`config.mk`:
```
export PLATFORM = sky130hd
export DESIGN_NAME = dcc_ctrl_top
export DESIGN_NICKNAME = d
export VERILOG_FILES = /design/src/logic/dcc_pkg.sv /design/src/logic/dcc_ctrl_top.sv /design/src/logic/dcc_ctrl_reg.sv
export SDC_FILE = /design/constraint.sdc
export NUM_CORES = 1
export LEC_CHECK = 0
export BUFFER_PORTS_ARGS = -buffer_cell sky130_fd_sc_hd__buf_4
export CAP_MARGIN = 10
export CORE_ASPECT_RATIO = 0.6
export CORE_MARGIN = 2
export CORE_UTILIZATION = 48
export CTS_CLUSTER_DIAMETER = 150
export DETAILED_ROUTE_END_ITERATION = 8
export PLACE_DENSITY_LB_ADDON = 0.08
export SYNTH_ARGS = -nofsm -noshare
export SYNTH_HDL_FRONTEND = slang
export SYNTH_HIERARCHICAL = 1
export SYNTH_SLANG_ARGS = --single-unit
```
`constraint.sdc`:
```
create_clock -name clock_in -period 4.7 [get_ports clock_in]
set_input_delay 0.47 -clock clock_in [delete_from_list [all_inputs] [get_ports clock_in]]
set_output_delay 0.47 -clock clock_in [all_outputs]
set_load 0.01 [all_outputs]
```
`src/logic/dcc_pkg.sv`:
```
// Package for the device control word block: offsets, field positions, reset values, carriers
package dcc_pkg;

  // -----------------------------------------------------------------
  // Register map and field layout
  // -----------------------------------------------------------------
  localparam int unsigned     DCC_WIDTH        = 16;
  localparam logic [7:0]      DCC_CTRL_OFFSET  = 8'h04;
  localparam int unsigned     DCC_IO_BIT       = 0;
  localparam int unsigned     DCC_MEM_BIT      = 1;
  localparam int unsigned     DCC_MASTER_BIT   = 2;
  localparam int unsigned     DCC_SPECIAL_BIT  = 3;
  localparam int unsigned     DCC_MWI_BIT      = 4;
  localparam int unsigned     DCC_SNOOP_BIT    = 5;
  localparam int unsigned     DCC_PARITY_BIT   = 6;
  localparam int unsigned     DCC_WAIT_BIT     = 7;
  localparam int unsigned     DCC_SYSERR_BIT   = 8;
  localparam int unsigned     DCC_FBB_BIT      = 9;
  localparam int unsigned     DCC_INTDIS_BIT   = 10;
  localparam logic [15:0]     DCC_CTRL_RESET   = 16'h0000;
  localparam logic [15:0]     DCC_RSVD_MASK    = 16'hf800;

  // -----------------------------------------------------------------
  // Bus commands seen on the local bus
  // -----------------------------------------------------------------
  typedef enum logic [3:0] {
    DCC_CMD_SPECIAL   = 4'h1,
    DCC_CMD_IO_RD     = 4'h2,
    DCC_CMD_IO_WR     = 4'h3,
    DCC_CMD_MEM_RD    = 4'h6,
    DCC_CMD_MEM_WR    = 4'h7,
    DCC_CMD_CFG_RD    = 4'ha,
    DCC_CMD_CFG_WR    = 4'hb,
    DCC_CMD_MWI       = 4'hf
  } dcc_cmd_e;

  // Configuration access carrier
  typedef struct packed {
    logic        wr;
    logic [7:0]  offset;
    logic [1:0]  byte_en;
    logic [15:0] wdata;
  } dcc_cfg_s;

  // Incoming transaction decode carrier
  typedef struct packed {
    logic       valid;
    dcc_cmd_e   cmd;
    logic       io_hit;
    logic       mem_hit;
    logic       palette_wr;
  } dcc_txn_s;

  // Error event carrier
  typedef struct packed {
    logic data_par_err;
    logic addr_par_err;
    logic sys_err_req;
  } dcc_err_s;

endpackage

```
`src/logic/dcc_ctrl_top.sv`:
```
// Device control word and the gating it applies to target, master, error and interrupt paths
//
// Overview of operation
// - All-zero word detaches device except configuration, parity drive and interrupt pin
// - Bit 0 gates I/O target claims
// - Bit 1 gates memory target claims
// - Bit 2 gates initiating master transactions
// - Bit 3 gates special cycle monitoring
// - Bit 4 clear turns invalidate writes plain
// - Bit 5 with bit 1 snoops palette writes without claiming
// - Bit 6 clear suppresses parity error pin
// - Parity generated regardless of checking enable
// - Bit 7 hardwired zero, not writable
// - Bit 8 enables system error driver
// - Address parity reported only bits 8,6
// - Bit 9 permits fast back-to-back elsewhere
// - Bit 10 blocks legacy interrupt pin
// - Absent functions have no writable bit
// - Word resets to all zeros
// - Disable never alters internal interrupt flag
// - Reads return the value in use
`timescale 1ns/10ps
module dcc_ctrl_top #(
  parameter logic [15:0] IMPL_MASK = 16'h077f
) (
  input  wire logic               clock_in,
  input  wire logic               rst_n_in,
  input  wire logic               cfg_valid_in,
  input  wire dcc_pkg::dcc_cfg_s  cfg_in,
  output logic [15:0]             cfg_rdata_out,
  output logic                    cfg_ack_out,
  input  wire dcc_pkg::dcc_txn_s  txn_in,
  output logic                    claim_out,
  output logic                    snoop_out,
  output logic                    special_monitor_out,
  input  wire logic               master_req_in,
  input  wire dcc_pkg::dcc_cmd_e  master_cmd_in,
  input  wire logic               master_fbb_other_in,
  output logic                    master_req_out,
  output dcc_pkg::dcc_cmd_e       master_cmd_out,
  output logic                    master_fbb_out,
  input  wire logic               par_gen_in,
  output logic                    par_drive_out,
  input  wire dcc_pkg::dcc_err_s  err_in,
  output logic                    perr_n_out,
  output logic                    perr_oe_n_out,
  output logic                    serr_n_out,
  output logic                    serr_oe_n_out,
  output logic                    det_par_err_out,
  input  wire logic               int_pending_in,
  output logic                    int_status_out,
  output logic                    int_n_out,
  output logic                    int_oe_n_out
);
  import dcc_pkg::*;

  // -----------------------------------------------------------------
  // Declarations
  // -----------------------------------------------------------------
  logic [15:0] ctrl;
  logic        cfg_hit;
  logic        cfg_wr_en;
  logic        cfg_ack_ff;
  logic [15:0] cfg_rdata_ff;
  logic [15:0] nxt_rdata;
  logic        is_cfg_cmd;
  logic        io_en;
  logic        mem_en;
  logic        master_en;
  logic        special_en;
  logic        mwi_en;
  logic        snoop_en;
  logic        parity_en;
  logic        serr_en;
  logic        fbb_en;
  logic        int_dis;
  logic        detached;
  logic        nxt_claim;
  logic        nxt_snoop;
  logic        nxt_special;
  logic        claim_ff;
  logic        snoop_ff;
  logic        special_ff;
  logic        master_req_ff;
  dcc_cmd_e    master_cmd_ff;
  dcc_cmd_e    nxt_master_cmd;
  logic        master_fbb_ff;
  logic        par_drive_ff;
  logic        nxt_perr;
  logic        nxt_serr;
  logic        perr_ff;
  logic        serr_ff;
  logic        det_par_ff;
  logic        int_status_ff;
  logic        int_drive_ff;

  // -----------------------------------------------------------------
  // Control word storage
  // -----------------------------------------------------------------
  // Configuration accesses always decode, whatever the word holds
  assign cfg_hit   = cfg_valid_in && (cfg_in.offset == DCC_CTRL_OFFSET);
  assign cfg_wr_en = cfg_hit && cfg_in.wr;

  dcc_ctrl_reg #(
    .IMPL_MASK  (IMPL_MASK)
  ) u_ctrl_reg (
    .clock_in   (clock_in),
    .rst_n_in   (rst_n_in),
    .wr_en_in   (cfg_wr_en),
    .byte_en_in (cfg_in.byte_en),
    .wdata_in   (cfg_in.wdata),
    .ctrl_out   (ctrl)
  );

  // -----------------------------------------------------------------
  // Configuration read path
  // -----------------------------------------------------------------
  // Read returns live, masked word; other offsets read zero
  assign nxt_rdata = (cfg_hit && !cfg_in.wr) ? ctrl : 16'h0000;

  always_ff @(posedge clock_in) begin
    if (!rst_n_in) begin
      cfg_ack_ff   <= 1'b0;
      cfg_rdata_ff <= 16'h0000;
    end else begin
      cfg_ack_ff   <= cfg_valid_in;
      cfg_rdata_ff <= nxt_rdata;
    end
  end

  assign cfg_ack_out   = cfg_ack_ff;
  assign cfg_rdata_out = cfg_rdata_ff;

  // -----------------------------------------------------------------
  // Field decode
  // -----------------------------------------------------------------
  assign io_en      = ctrl[DCC_IO_BIT];
  assign mem_en     = ctrl[DCC_MEM_BIT];
  assign master_en  = ctrl[DCC_MASTER_BIT];
  assign special_en = ctrl[DCC_SPECIAL_BIT];
  assign mwi_en     = ctrl[DCC_MWI_BIT];
  assign snoop_en   = ctrl[DCC_SNOOP_BIT];
  assign parity_en  = ctrl[DCC_PARITY_BIT];
  assign serr_en    = ctrl[DCC_SYSERR_BIT];
  assign fbb_en     = ctrl[DCC_FBB_BIT];
  assign int_dis    = ctrl[DCC_INTDIS_BIT];
  assign detached   = (ctrl == 16'h0000);

  // -----------------------------------------------------------------
  // Target claim decode
  // -----------------------------------------------------------------
  // Palette writes are watched, never claimed, while snooping
  assign is_cfg_cmd  = (txn_in.cmd == DCC_CMD_CFG_RD) || (txn_in.cmd == DCC_CMD_CFG_WR);
  assign nxt_snoop   = txn_in.valid && snoop_en && txn_in.palette_wr && mem_en;
  assign nxt_claim   = txn_in.valid && !is_cfg_cmd && !nxt_snoop
                       && ((io_en && txn_in.io_hit)
                       ||  (mem_en && txn_in.mem_hit));
  assign nxt_special = txn_in.valid && special_en && (txn_in.cmd == DCC_CMD_SPECIAL);

  always_ff @(posedge clock_in) begin
    if (!rst_n_in) begin
      claim_ff   <= 1'b0;
      snoop_ff   <= 1'b0;
      special_ff <= 1'b0;
    end else begin
      claim_ff   <= nxt_claim;
      snoop_ff   <= nxt_snoop;
      special_ff <= nxt_special;
    end
  end

  assign claim_out           = claim_ff;
  assign snoop_out           = snoop_ff;
  assign special_monitor_out = special_ff;

  // -----------------------------------------------------------------
  // Master gating
  // -----------------------------------------------------------------
  // Invalidate write downgraded when not permitted
  assign nxt_master_cmd = (master_cmd_in == DCC_CMD_MWI && !mwi_en) ? DCC_CMD_MEM_WR
                                                                    : master_cmd_in;

  // Request only leaves when mastering is enabled
  always_ff @(posedge clock_in) begin
    if (!rst_n_in) begin
      master_req_ff <= 1'b0;
      master_cmd_ff <= DCC_CMD_MEM_WR;
      master_fbb_ff <= 1'b0;
    end else begin
      master_req_ff <= master_req_in && master_en;
      master_cmd_ff <= nxt_master_cmd;
      master_fbb_ff <= master_fbb_other_in && fbb_en;
    end
  end

  assign master_req_out = master_req_ff;
  assign master_cmd_out = master_cmd_ff;
  assign master_fbb_out = master_fbb_ff;

  // -----------------------------------------------------------------
  // Parity and system error
  // -----------------------------------------------------------------
  // Parity drive independent of checking enable
  assign nxt_perr = err_in.data_par_err && parity_en;
  assign nxt_serr = serr_en && (err_in.sys_err_req
                    || (err_in.addr_par_err && parity_en));

  // Detected-parity flag follows either parity error each cycle regardless of bit 6; it clears itself when both drop
  always_ff @(posedge clock_in) begin
    if (!rst_n_in) begin
      par_drive_ff <= 1'b0;
      perr_ff      <= 1'b0;
      serr_ff      <= 1'b0;
      det_par_ff   <= 1'b0;
    end else begin
      par_drive_ff <= par_gen_in;
      perr_ff      <= nxt_perr;
      serr_ff      <= nxt_serr;
      det_par_ff   <= err_in.data_par_err || err_in.addr_par_err;
    end
  end

  assign par_drive_out   = par_drive_ff;
  assign det_par_err_out = det_par_ff;
  // Open-drain: enable low only while pulling low
  assign perr_n_out      = 1'b0;
  assign perr_oe_n_out   = !perr_ff;
  assign serr_n_out      = 1'b0;
  assign serr_oe_n_out   = !serr_ff;

  // -----------------------------------------------------------------
  // Legacy interrupt
  // -----------------------------------------------------------------
  // Status follows the source untouched by the disable bit
  always_ff @(posedge clock_in) begin
    if (!rst_n_in) begin
      int_status_ff <= 1'b0;
      int_drive_ff  <= 1'b0;
    end else begin
      int_status_ff <= int_pending_in;
      int_drive_ff  <= int_pending_in && !int_dis;
    end
  end

  assign int_status_out = int_status_ff;
  assign int_n_out      = 1'b0;
  assign int_oe_n_out   = !int_drive_ff;

  // -----------------------------------------------------------------
  // Checks
  // -----------------------------------------------------------------
  chk_detached_no_claim : assert property (@(posedge clock_in) disable iff (!rst_n_in)
    detached && $stable(ctrl) |=> !claim_out && !master_req_out)
    else $error("detached device acted on bus");
  chk_io_gate : assert property (@(posedge clock_in) disable iff (!rst_n_in)
    txn_in.valid && txn_in.io_hit && !txn_in.mem_hit && !io_en |=> !claim_out)
    else $error("I/O claimed while disabled");
  chk_mem_gate : assert property (@(posedge clock_in) disable iff (!rst_n_in)
    txn_in.valid && txn_in.mem_hit && !txn_in.io_hit && !mem_en |=> !claim_out)
    else $error("memory claimed while disabled");
  chk_master_gate : assert property (@(posedge clock_in) disable iff (!rst_n_in)
    master_req_in && master_en |=> master_req_out)
    else $error("master request lost");
  chk_mwi_downgrade : assert property (@(posedge clock_in) disable iff (!rst_n_in)
    master_cmd_in == DCC_CMD_MWI && !mwi_en |=> master_cmd_out == DCC_CMD_MEM_WR)
    else $error("invalidate write not downgraded");
  chk_perr_quiet : assert property (@(posedge clock_in) disable iff (!rst_n_in)
    err_in.data_par_err && !parity_en |=> perr_oe_n_out && det_par_err_out)
    else $error("parity pin asserted while response off");
  chk_addr_par : assert property (@(posedge clock_in) disable iff (!rst_n_in)
    err_in.addr_par_err && serr_en && parity_en |=> !serr_oe_n_out)
    else $error("address parity not reported");
  chk_int_block : assert property (@(posedge clock_in) disable iff (!rst_n_in)
    int_pending_in && int_dis |=> int_oe_n_out && int_status_out)
    else $error("interrupt pin driven while disabled");
  chk_read_value : assert property (@(posedge clock_in) disable iff (!rst_n_in)
    cfg_hit && !cfg_in.wr |=> cfg_rdata_out == $past(ctrl) && cfg_rdata_out[15:11] == 5'h00)
    else $error("read value differs from word in use");
  chk_reset_zero : assert property (@(posedge clock_in)
    !rst_n_in |=> ctrl == 16'h0000)
    else $error("word not cleared by reset");

  // Configuration path answers whatever the word holds
  chk_cfg_answered : assert property (@(posedge clock_in) disable iff (!rst_n_in)
    cfg_valid_in |=> cfg_ack_out)
    else $error("configuration access not answered");
  chk_ack_pulse : assert property (@(posedge clock_in) disable iff (!rst_n_in)
    !cfg_valid_in |=> !cfg_ack_out)
    else $error("answer without an access");
  chk_write_rdata : assert property (@(posedge clock_in) disable iff (!rst_n_in)
    cfg_valid_in && cfg_in.wr |=> cfg_rdata_out == 16'h0000)
    else $error("write returned read data");
  chk_write_lands : assert property (@(posedge clock_in) disable iff (!rst_n_in)
    cfg_wr_en && cfg_in.byte_en == 2'b11
    |=> ctrl == ($past(cfg_in.wdata) & IMPL_MASK & ~DCC_RSVD_MASK & ~(16'h0001 << DCC_WAIT_BIT)))
    else $error("full write did not land as masked");

  // Target side gating
  chk_cfg_not_claimed : assert property (@(posedge clock_in) disable iff (!rst_n_in)
    txn_in.valid && (txn_in.cmd == DCC_CMD_CFG_RD || txn_in.cmd == DCC_CMD_CFG_WR)
    |=> !claim_out)
    else $error("configuration command claimed as target");
  chk_detached_quiet : assert property (@(posedge clock_in) disable iff (!rst_n_in)
    detached && $stable(ctrl) |=> !snoop_out && !special_monitor_out)
    else $error("detached device watched the bus");
  chk_special_gate : assert property (@(posedge clock_in) disable iff (!rst_n_in)
    txn_in.valid && txn_in.cmd == DCC_CMD_SPECIAL |=> special_monitor_out == $past(special_en))
    else $error("special cycle monitor not following its enable");
  chk_snoop_no_claim : assert property (@(posedge clock_in) disable iff (!rst_n_in)
    txn_in.valid && txn_in.palette_wr && snoop_en && mem_en |=> snoop_out && !claim_out)
    else $error("snooped palette write claimed");

  // Master side gating
  chk_master_block : assert property (@(posedge clock_in) disable iff (!rst_n_in)
    !master_en |=> !master_req_out)
    else $error("master request left while mastering off");
  chk_mwi_kept : assert property (@(posedge clock_in) disable iff (!rst_n_in)
    master_cmd_in == DCC_CMD_MWI && mwi_en |=> master_cmd_out == DCC_CMD_MWI)
    else $error("permitted invalidate write downgraded");
  chk_fbb_gate : assert property (@(posedge clock_in) disable iff (!rst_n_in)
    master_fbb_other_in && !fbb_en |=> !master_fbb_out)
    else $error("fast back-to-back elsewhere while disabled");

  // Parity and system error pins
  chk_par_kept : assert property (@(posedge clock_in) disable iff (!rst_n_in)
    par_gen_in && !parity_en |=> par_drive_out)
    else $error("parity not driven while checking off");
  chk_perr_report : assert property (@(posedge clock_in) disable iff (!rst_n_in)
    err_in.data_par_err && parity_en |=> !perr_oe_n_out)
    else $error("parity error pin not driven");
  chk_det_parity : assert property (@(posedge clock_in) disable iff (!rst_n_in)
    err_in.data_par_err || err_in.addr_par_err |=> det_par_err_out)
    else $error("detected parity flag missing");
  chk_serr_off : assert property (@(posedge clock_in) disable iff (!rst_n_in)
    !serr_en |=> serr_oe_n_out)
    else $error("system error driver on while disabled");
  chk_serr_quiet : assert property (@(posedge clock_in) disable iff (!rst_n_in)
    err_in.addr_par_err && !err_in.sys_err_req && !(serr_en && parity_en) |=> serr_oe_n_out)
    else $error("address parity reported without both enables");

  // Legacy interrupt pin and status
  chk_int_status : assert property (@(posedge clock_in) disable iff (!rst_n_in)
    int_pending_in |=> int_status_out)
    else $error("interrupt status lost");
  chk_int_drive : assert property (@(posedge clock_in) disable iff (!rst_n_in)
    int_pending_in && !int_dis |=> !int_oe_n_out)
    else $error("interrupt pin not driven while enabled");

endmodule

```
`src/logic/dcc_ctrl_reg.sv`:
```
// Storage element for the device control word with feature-dependent bit presence
`timescale 1ns/10ps
module dcc_ctrl_reg #(
  parameter logic [15:0] IMPL_MASK = 16'h077f
) (
  input  wire logic                      clock_in,
  input  wire logic                      rst_n_in,
  input  wire logic                      wr_en_in,
  input  wire logic [1:0]                byte_en_in,
  input  wire logic [dcc_pkg::DCC_WIDTH-1:0] wdata_in,
  output logic      [dcc_pkg::DCC_WIDTH-1:0] ctrl_out
);
  import dcc_pkg::*;

  logic [DCC_WIDTH-1:0] ctrl_ff;
  logic [DCC_WIDTH-1:0] lane_mask;
  logic [DCC_WIDTH-1:0] wr_mask;
  logic [DCC_WIDTH-1:0] nxt_ctrl;

  // -----------------------------------------------------------------
  // Write merge
  // -----------------------------------------------------------------
  // Only implemented, unreserved, enabled lanes take data
  assign lane_mask = {{8{byte_en_in[1]}}, {8{byte_en_in[0]}}};
  assign wr_mask   = lane_mask & IMPL_MASK & ~DCC_RSVD_MASK
                     & ~(16'h0001 << DCC_WAIT_BIT);
  assign nxt_ctrl  = (ctrl_ff & ~wr_mask) | (wdata_in & wr_mask);

  // Cleared by bus reset
  always_ff @(posedge clock_in) begin
    if (!rst_n_in) begin
      ctrl_ff <= DCC_CTRL_RESET;
    end else if (wr_en_in) begin
      ctrl_ff <= nxt_ctrl;
    end
  end

  // Absent bits are constant zero, not storage
  assign ctrl_out = ctrl_ff & IMPL_MASK & ~DCC_RSVD_MASK & ~(16'h0001 << DCC_WAIT_BIT);

  chk_absent_zero : assert property (@(posedge clock_in) disable iff (!rst_n_in)
    (ctrl_out & ~IMPL_MASK) == 16'h0000) else $error("absent control bit set");
  chk_wait_zero : assert property (@(posedge clock_in) disable iff (!rst_n_in)
    ctrl_out[DCC_WAIT_BIT] == 1'b0) else $error("bit 7 not zero");

endmodule

```
Word-level counts from Yosys, hierarchy flattened --
Cells that the tools add are included. Widths: inputs -> output; s select.
Word-level totals: register bits 48, bits of input ports 49, output and inout port bits 35, logic and storage cells 60
Cells by class: equal/unequal tests 5, bitwise gates (word level) 5, reductions and logical operators 34
Operator list (number):
- $logic_and 1x1->1 | 20
- $and 16x11->16 | 1
- $and 16x16->16 | 1
- $not 11->16 | 1
- $or 16x16->16 | 1
- $eq 4x4->1 const B | 3
- $eq 8x3->1 const B | 1
- $logic_not 1->1 | 8
- $eq 4x1->1 const B | 1
- $logic_or 1x1->1 | 4
- $reduce_and 2->1 | 1
- $reduce_or 2->1 | 1
- $not 1->1 | 1

Logic depth before layout (Yosys ltp) --
depth after elaboration 6, depth in mapped cells 7

Modules after synthesis --
The synthesis kept the hierarchy.
Modules (own cells, without submodules):
- dcc_ctrl_top | times used 1, cells an instance 110, area an instance 1203.7 um^2, seq. area each 640.6 um^2
- dcc_ctrl_reg | times used 1, cells an instance 53, area an instance 469.2 um^2, seq. area each 200.2 um^2

Worst setup path after synthesis --
Ideal clock, no wire load.
path type input-to-reg, start point in cfg_in[23] (netlist bit), end point reg (tool-made name), library setup time 0.067 ns, data arrival time 1.922 ns, data required time 4.633 ns, setup slack 2.711 ns, stages 7, cells stage by stage or4b_1 -> buf_6 -> buf_8 -> nor4_2 -> buf_2 -> nand4_1 -> o21ai_2
RTL lines:
- start, declared | line dcc_ctrl_top.sv:29 | input wire dcc_pkg::dcc_cfg_s cfg_in,

==> metrics.txt <==
status=complete, no violations; synthesized area=between 0.0015 and 0.002 mm^2; Rel. slew slack=approximately 28%; DP Worst Slack=about 1.7 ns; skew final=roughly 0.0046 ns; top cells by area, synth=dfxtp_1, nor4_2, nand3b_1, buf_4, nand4_1; Worst Hold Margin=around 0.34 ns; IO Count=84; largest net degree at the start of global routing=52; Comb power frac=under 10%; area leader, netlist=dfxtp_1; critical path type=in -> reg; Yosys top cell area share=approximately 50%; Die Ht=roughly 50 um; Worst path depth=5; worst hold path cell count=2; Syn Inst Count=approximately 160; total gr overflow=0; Longest Clk Path Bufs=2; FP Rows=16; filler cell count=268; arrival time worst endpoint=just under 3 ns; DRT iter0 DRCs=between 40 and 50; endpoint type of the worst setup path=register; max incr delay on CP=1.00 ns; fin worst setup slack=about 2 ns; CTS tree=done; area taken by multi-input logic gates=688 um^2; Final Hold Fails=0; Die Wd=approximately 80 um; sequential share of the synthesized area=50.3%; CP max-delay cell=nor4_2; Final ANT Viol Nets=0; Skew-Pair Late Insertion Delay=0.29 ns; YS warnings=6; Seq cells post-synth=42; final core occ=between 60% and 70%; CP Launch Type=input pin; Switch Pwr=around 150 uW; post-synth cell types=29; Vias=between 1000 and 1500; routability congestion estimate=about 0.75; Avg Inst Size Synth=10.3 um^2; routed length per instance=about 13 um; Total Neg Setup Slack=0 ns; crit-path leading delay family=simple AND/OR/NAND/NOR gates; Hold Startpoint=txn_in[4]; initial antenna violation count=0; # diodes=0; vias in the first global route=between 1000 and 1500; final HPWL from detailed placement=approximately 2500 um; unrepaired setup endpoints after global routing=no; layout cells sized above 1=between 40% and 50%; quantity of hold-fixing buffers added after cts=0; Least-Margin Pin Slew=1.07 ns; post-CTS sizing=0; VDD IR max=~0.18 mV; Root Driver=clkbuf_8; final setup vio count=0; drt total wl=roughly 3500 um; IO buf count=74; PD cells=slightly above 300 mW/mm^2; first-pass GRT wire length=around 5400 um; drt pass-1 iters=4; Total Routing Usage GR=17.8%; DRC viols=0; Initial Util=50.6%; clock slew at reported path FFs=0.07 ns; Die ar.=~0.0040 mm^2; worst setup path start=cfg_in[23]; Critical Path RT=slightly below 5 ns; worst r2r path cells=2; Pint=552 uW; Final nets=~280; H-tree Lvls=2; Worst Path Buf+Inv=1; ys async rst share=0%; Layout area overhead=35.2%; sequential share of power=51.6%; Max Clock Freq=approximately 0.36 GHz; Commonest cells post-synth=dfxtp_1, nand3b_1, nand2_1; Post-synth EDFFs=0; worst-path maximum fanout=17; worst-path cell chain=buf_4, or4b_1, nor4_2, and2_4, o21ai_2; clock power share=about two fifths; switching share of total power=about a fifth; Slew Viols, Final=0; TritonCTS Buffers=5; FF+latch area=841 um^2; Via-to-Cell Ratio=about 5.1; max-cap viol count=0; worst hold path class=in -> reg; P_leak=roughly 0.00094 uW; post-CTS setup buffer count=0; Most used DFF post-synth=dfxtp_1; core region area=~0.0033 mm^2; period utilisation layout=roughly three fifths; Sink Count=42; Period minus WS final=~2.7 ns; most frequent cell after synthesis=dfxtp_1
[power groups by stage]
stage | Clock (uW) | Combinational (uW) | Sequential [uW]
after floorplan | 0 | 30.2 | 371
after global placement | 0 | 58.7 | 369
after CTS | 280 | 61.2 | 361
after global routing | 298 | 66.0 | 361
after detailed placement | 0 | 60.9 | 369
final | 277 | 61.2 | 361
[final cells by class]
type / instances / area share (%)
flip-flops and latches: 42 / 37.2
multi-input cells: 101 / 30.4
repair buffers: 74 / 24.6
clock buffers: 7 / 3.37
well taps: 45 / 2.49
clock inverters: 1 / 1.33
inverters: 4 / 0.664
[worst register-to-register path, delay by kind of cell (launching register included)]
kind             cells  cell delay (ns)
flip-flops           1             0.34
AND/OR/NAND/NOR      2             0.46
[worst paths after layout]
kind | to | slack [ns]
hold reg to reg | int_drive_ff | 0.47
setup / recovery | register | 1.95
setup reg to reg | claim_out | 3.81
hold / removal | special_monitor_out | 0.34
[per-layer routing]
layer  part of all wire [%]  up-vias  global-route usage (%)
met2                     46       52                    28.5
met3                    7.2        8                    6.04
met1                     46      643                    22.5
met5                      0        -                       0
li1                       -      686                       -
met4                    1.1        0                    5.93
[kinds of logic after synthesis]
kind of cell           Yosys count  share of synthesized area [%]
flip-flops                      42                           50.3
buffers and inverters           27                           10.2
AO/OA/AOI/OAI                   13                           5.76
AND/OR/NAND/NOR                 79                           33.4
other                            2                          0.449
[through the flow]
stage	std cells	instance area, um^2	power, uW
final	274	2260	699
after global routing	274	2260	725
after CTS	274	2260	702
after detailed placement	266	2160	430
after global placement	266	2160	428
after floorplan	170	1700	401
[layout by cell type, fill, tap and decap left out, drive strengths merged, types with 4 or more instances in the layout]
cell type | synthesis | final
conb | 2 | 9
buf | 17 | 74
nand4 | 11 | 11
and2 | 6 | 6
inv | 4 | 4
dfxtp | 42 | 42
nand3b | 16 | 16
nor4 | 19 | 19
and3 | 4 | 4
clkbuf | 6 | 7
o21ai | 10 | 10
nand2b | 4 | 4
nand2 | 12 | 12
Power figures use the tool's default switching activity.
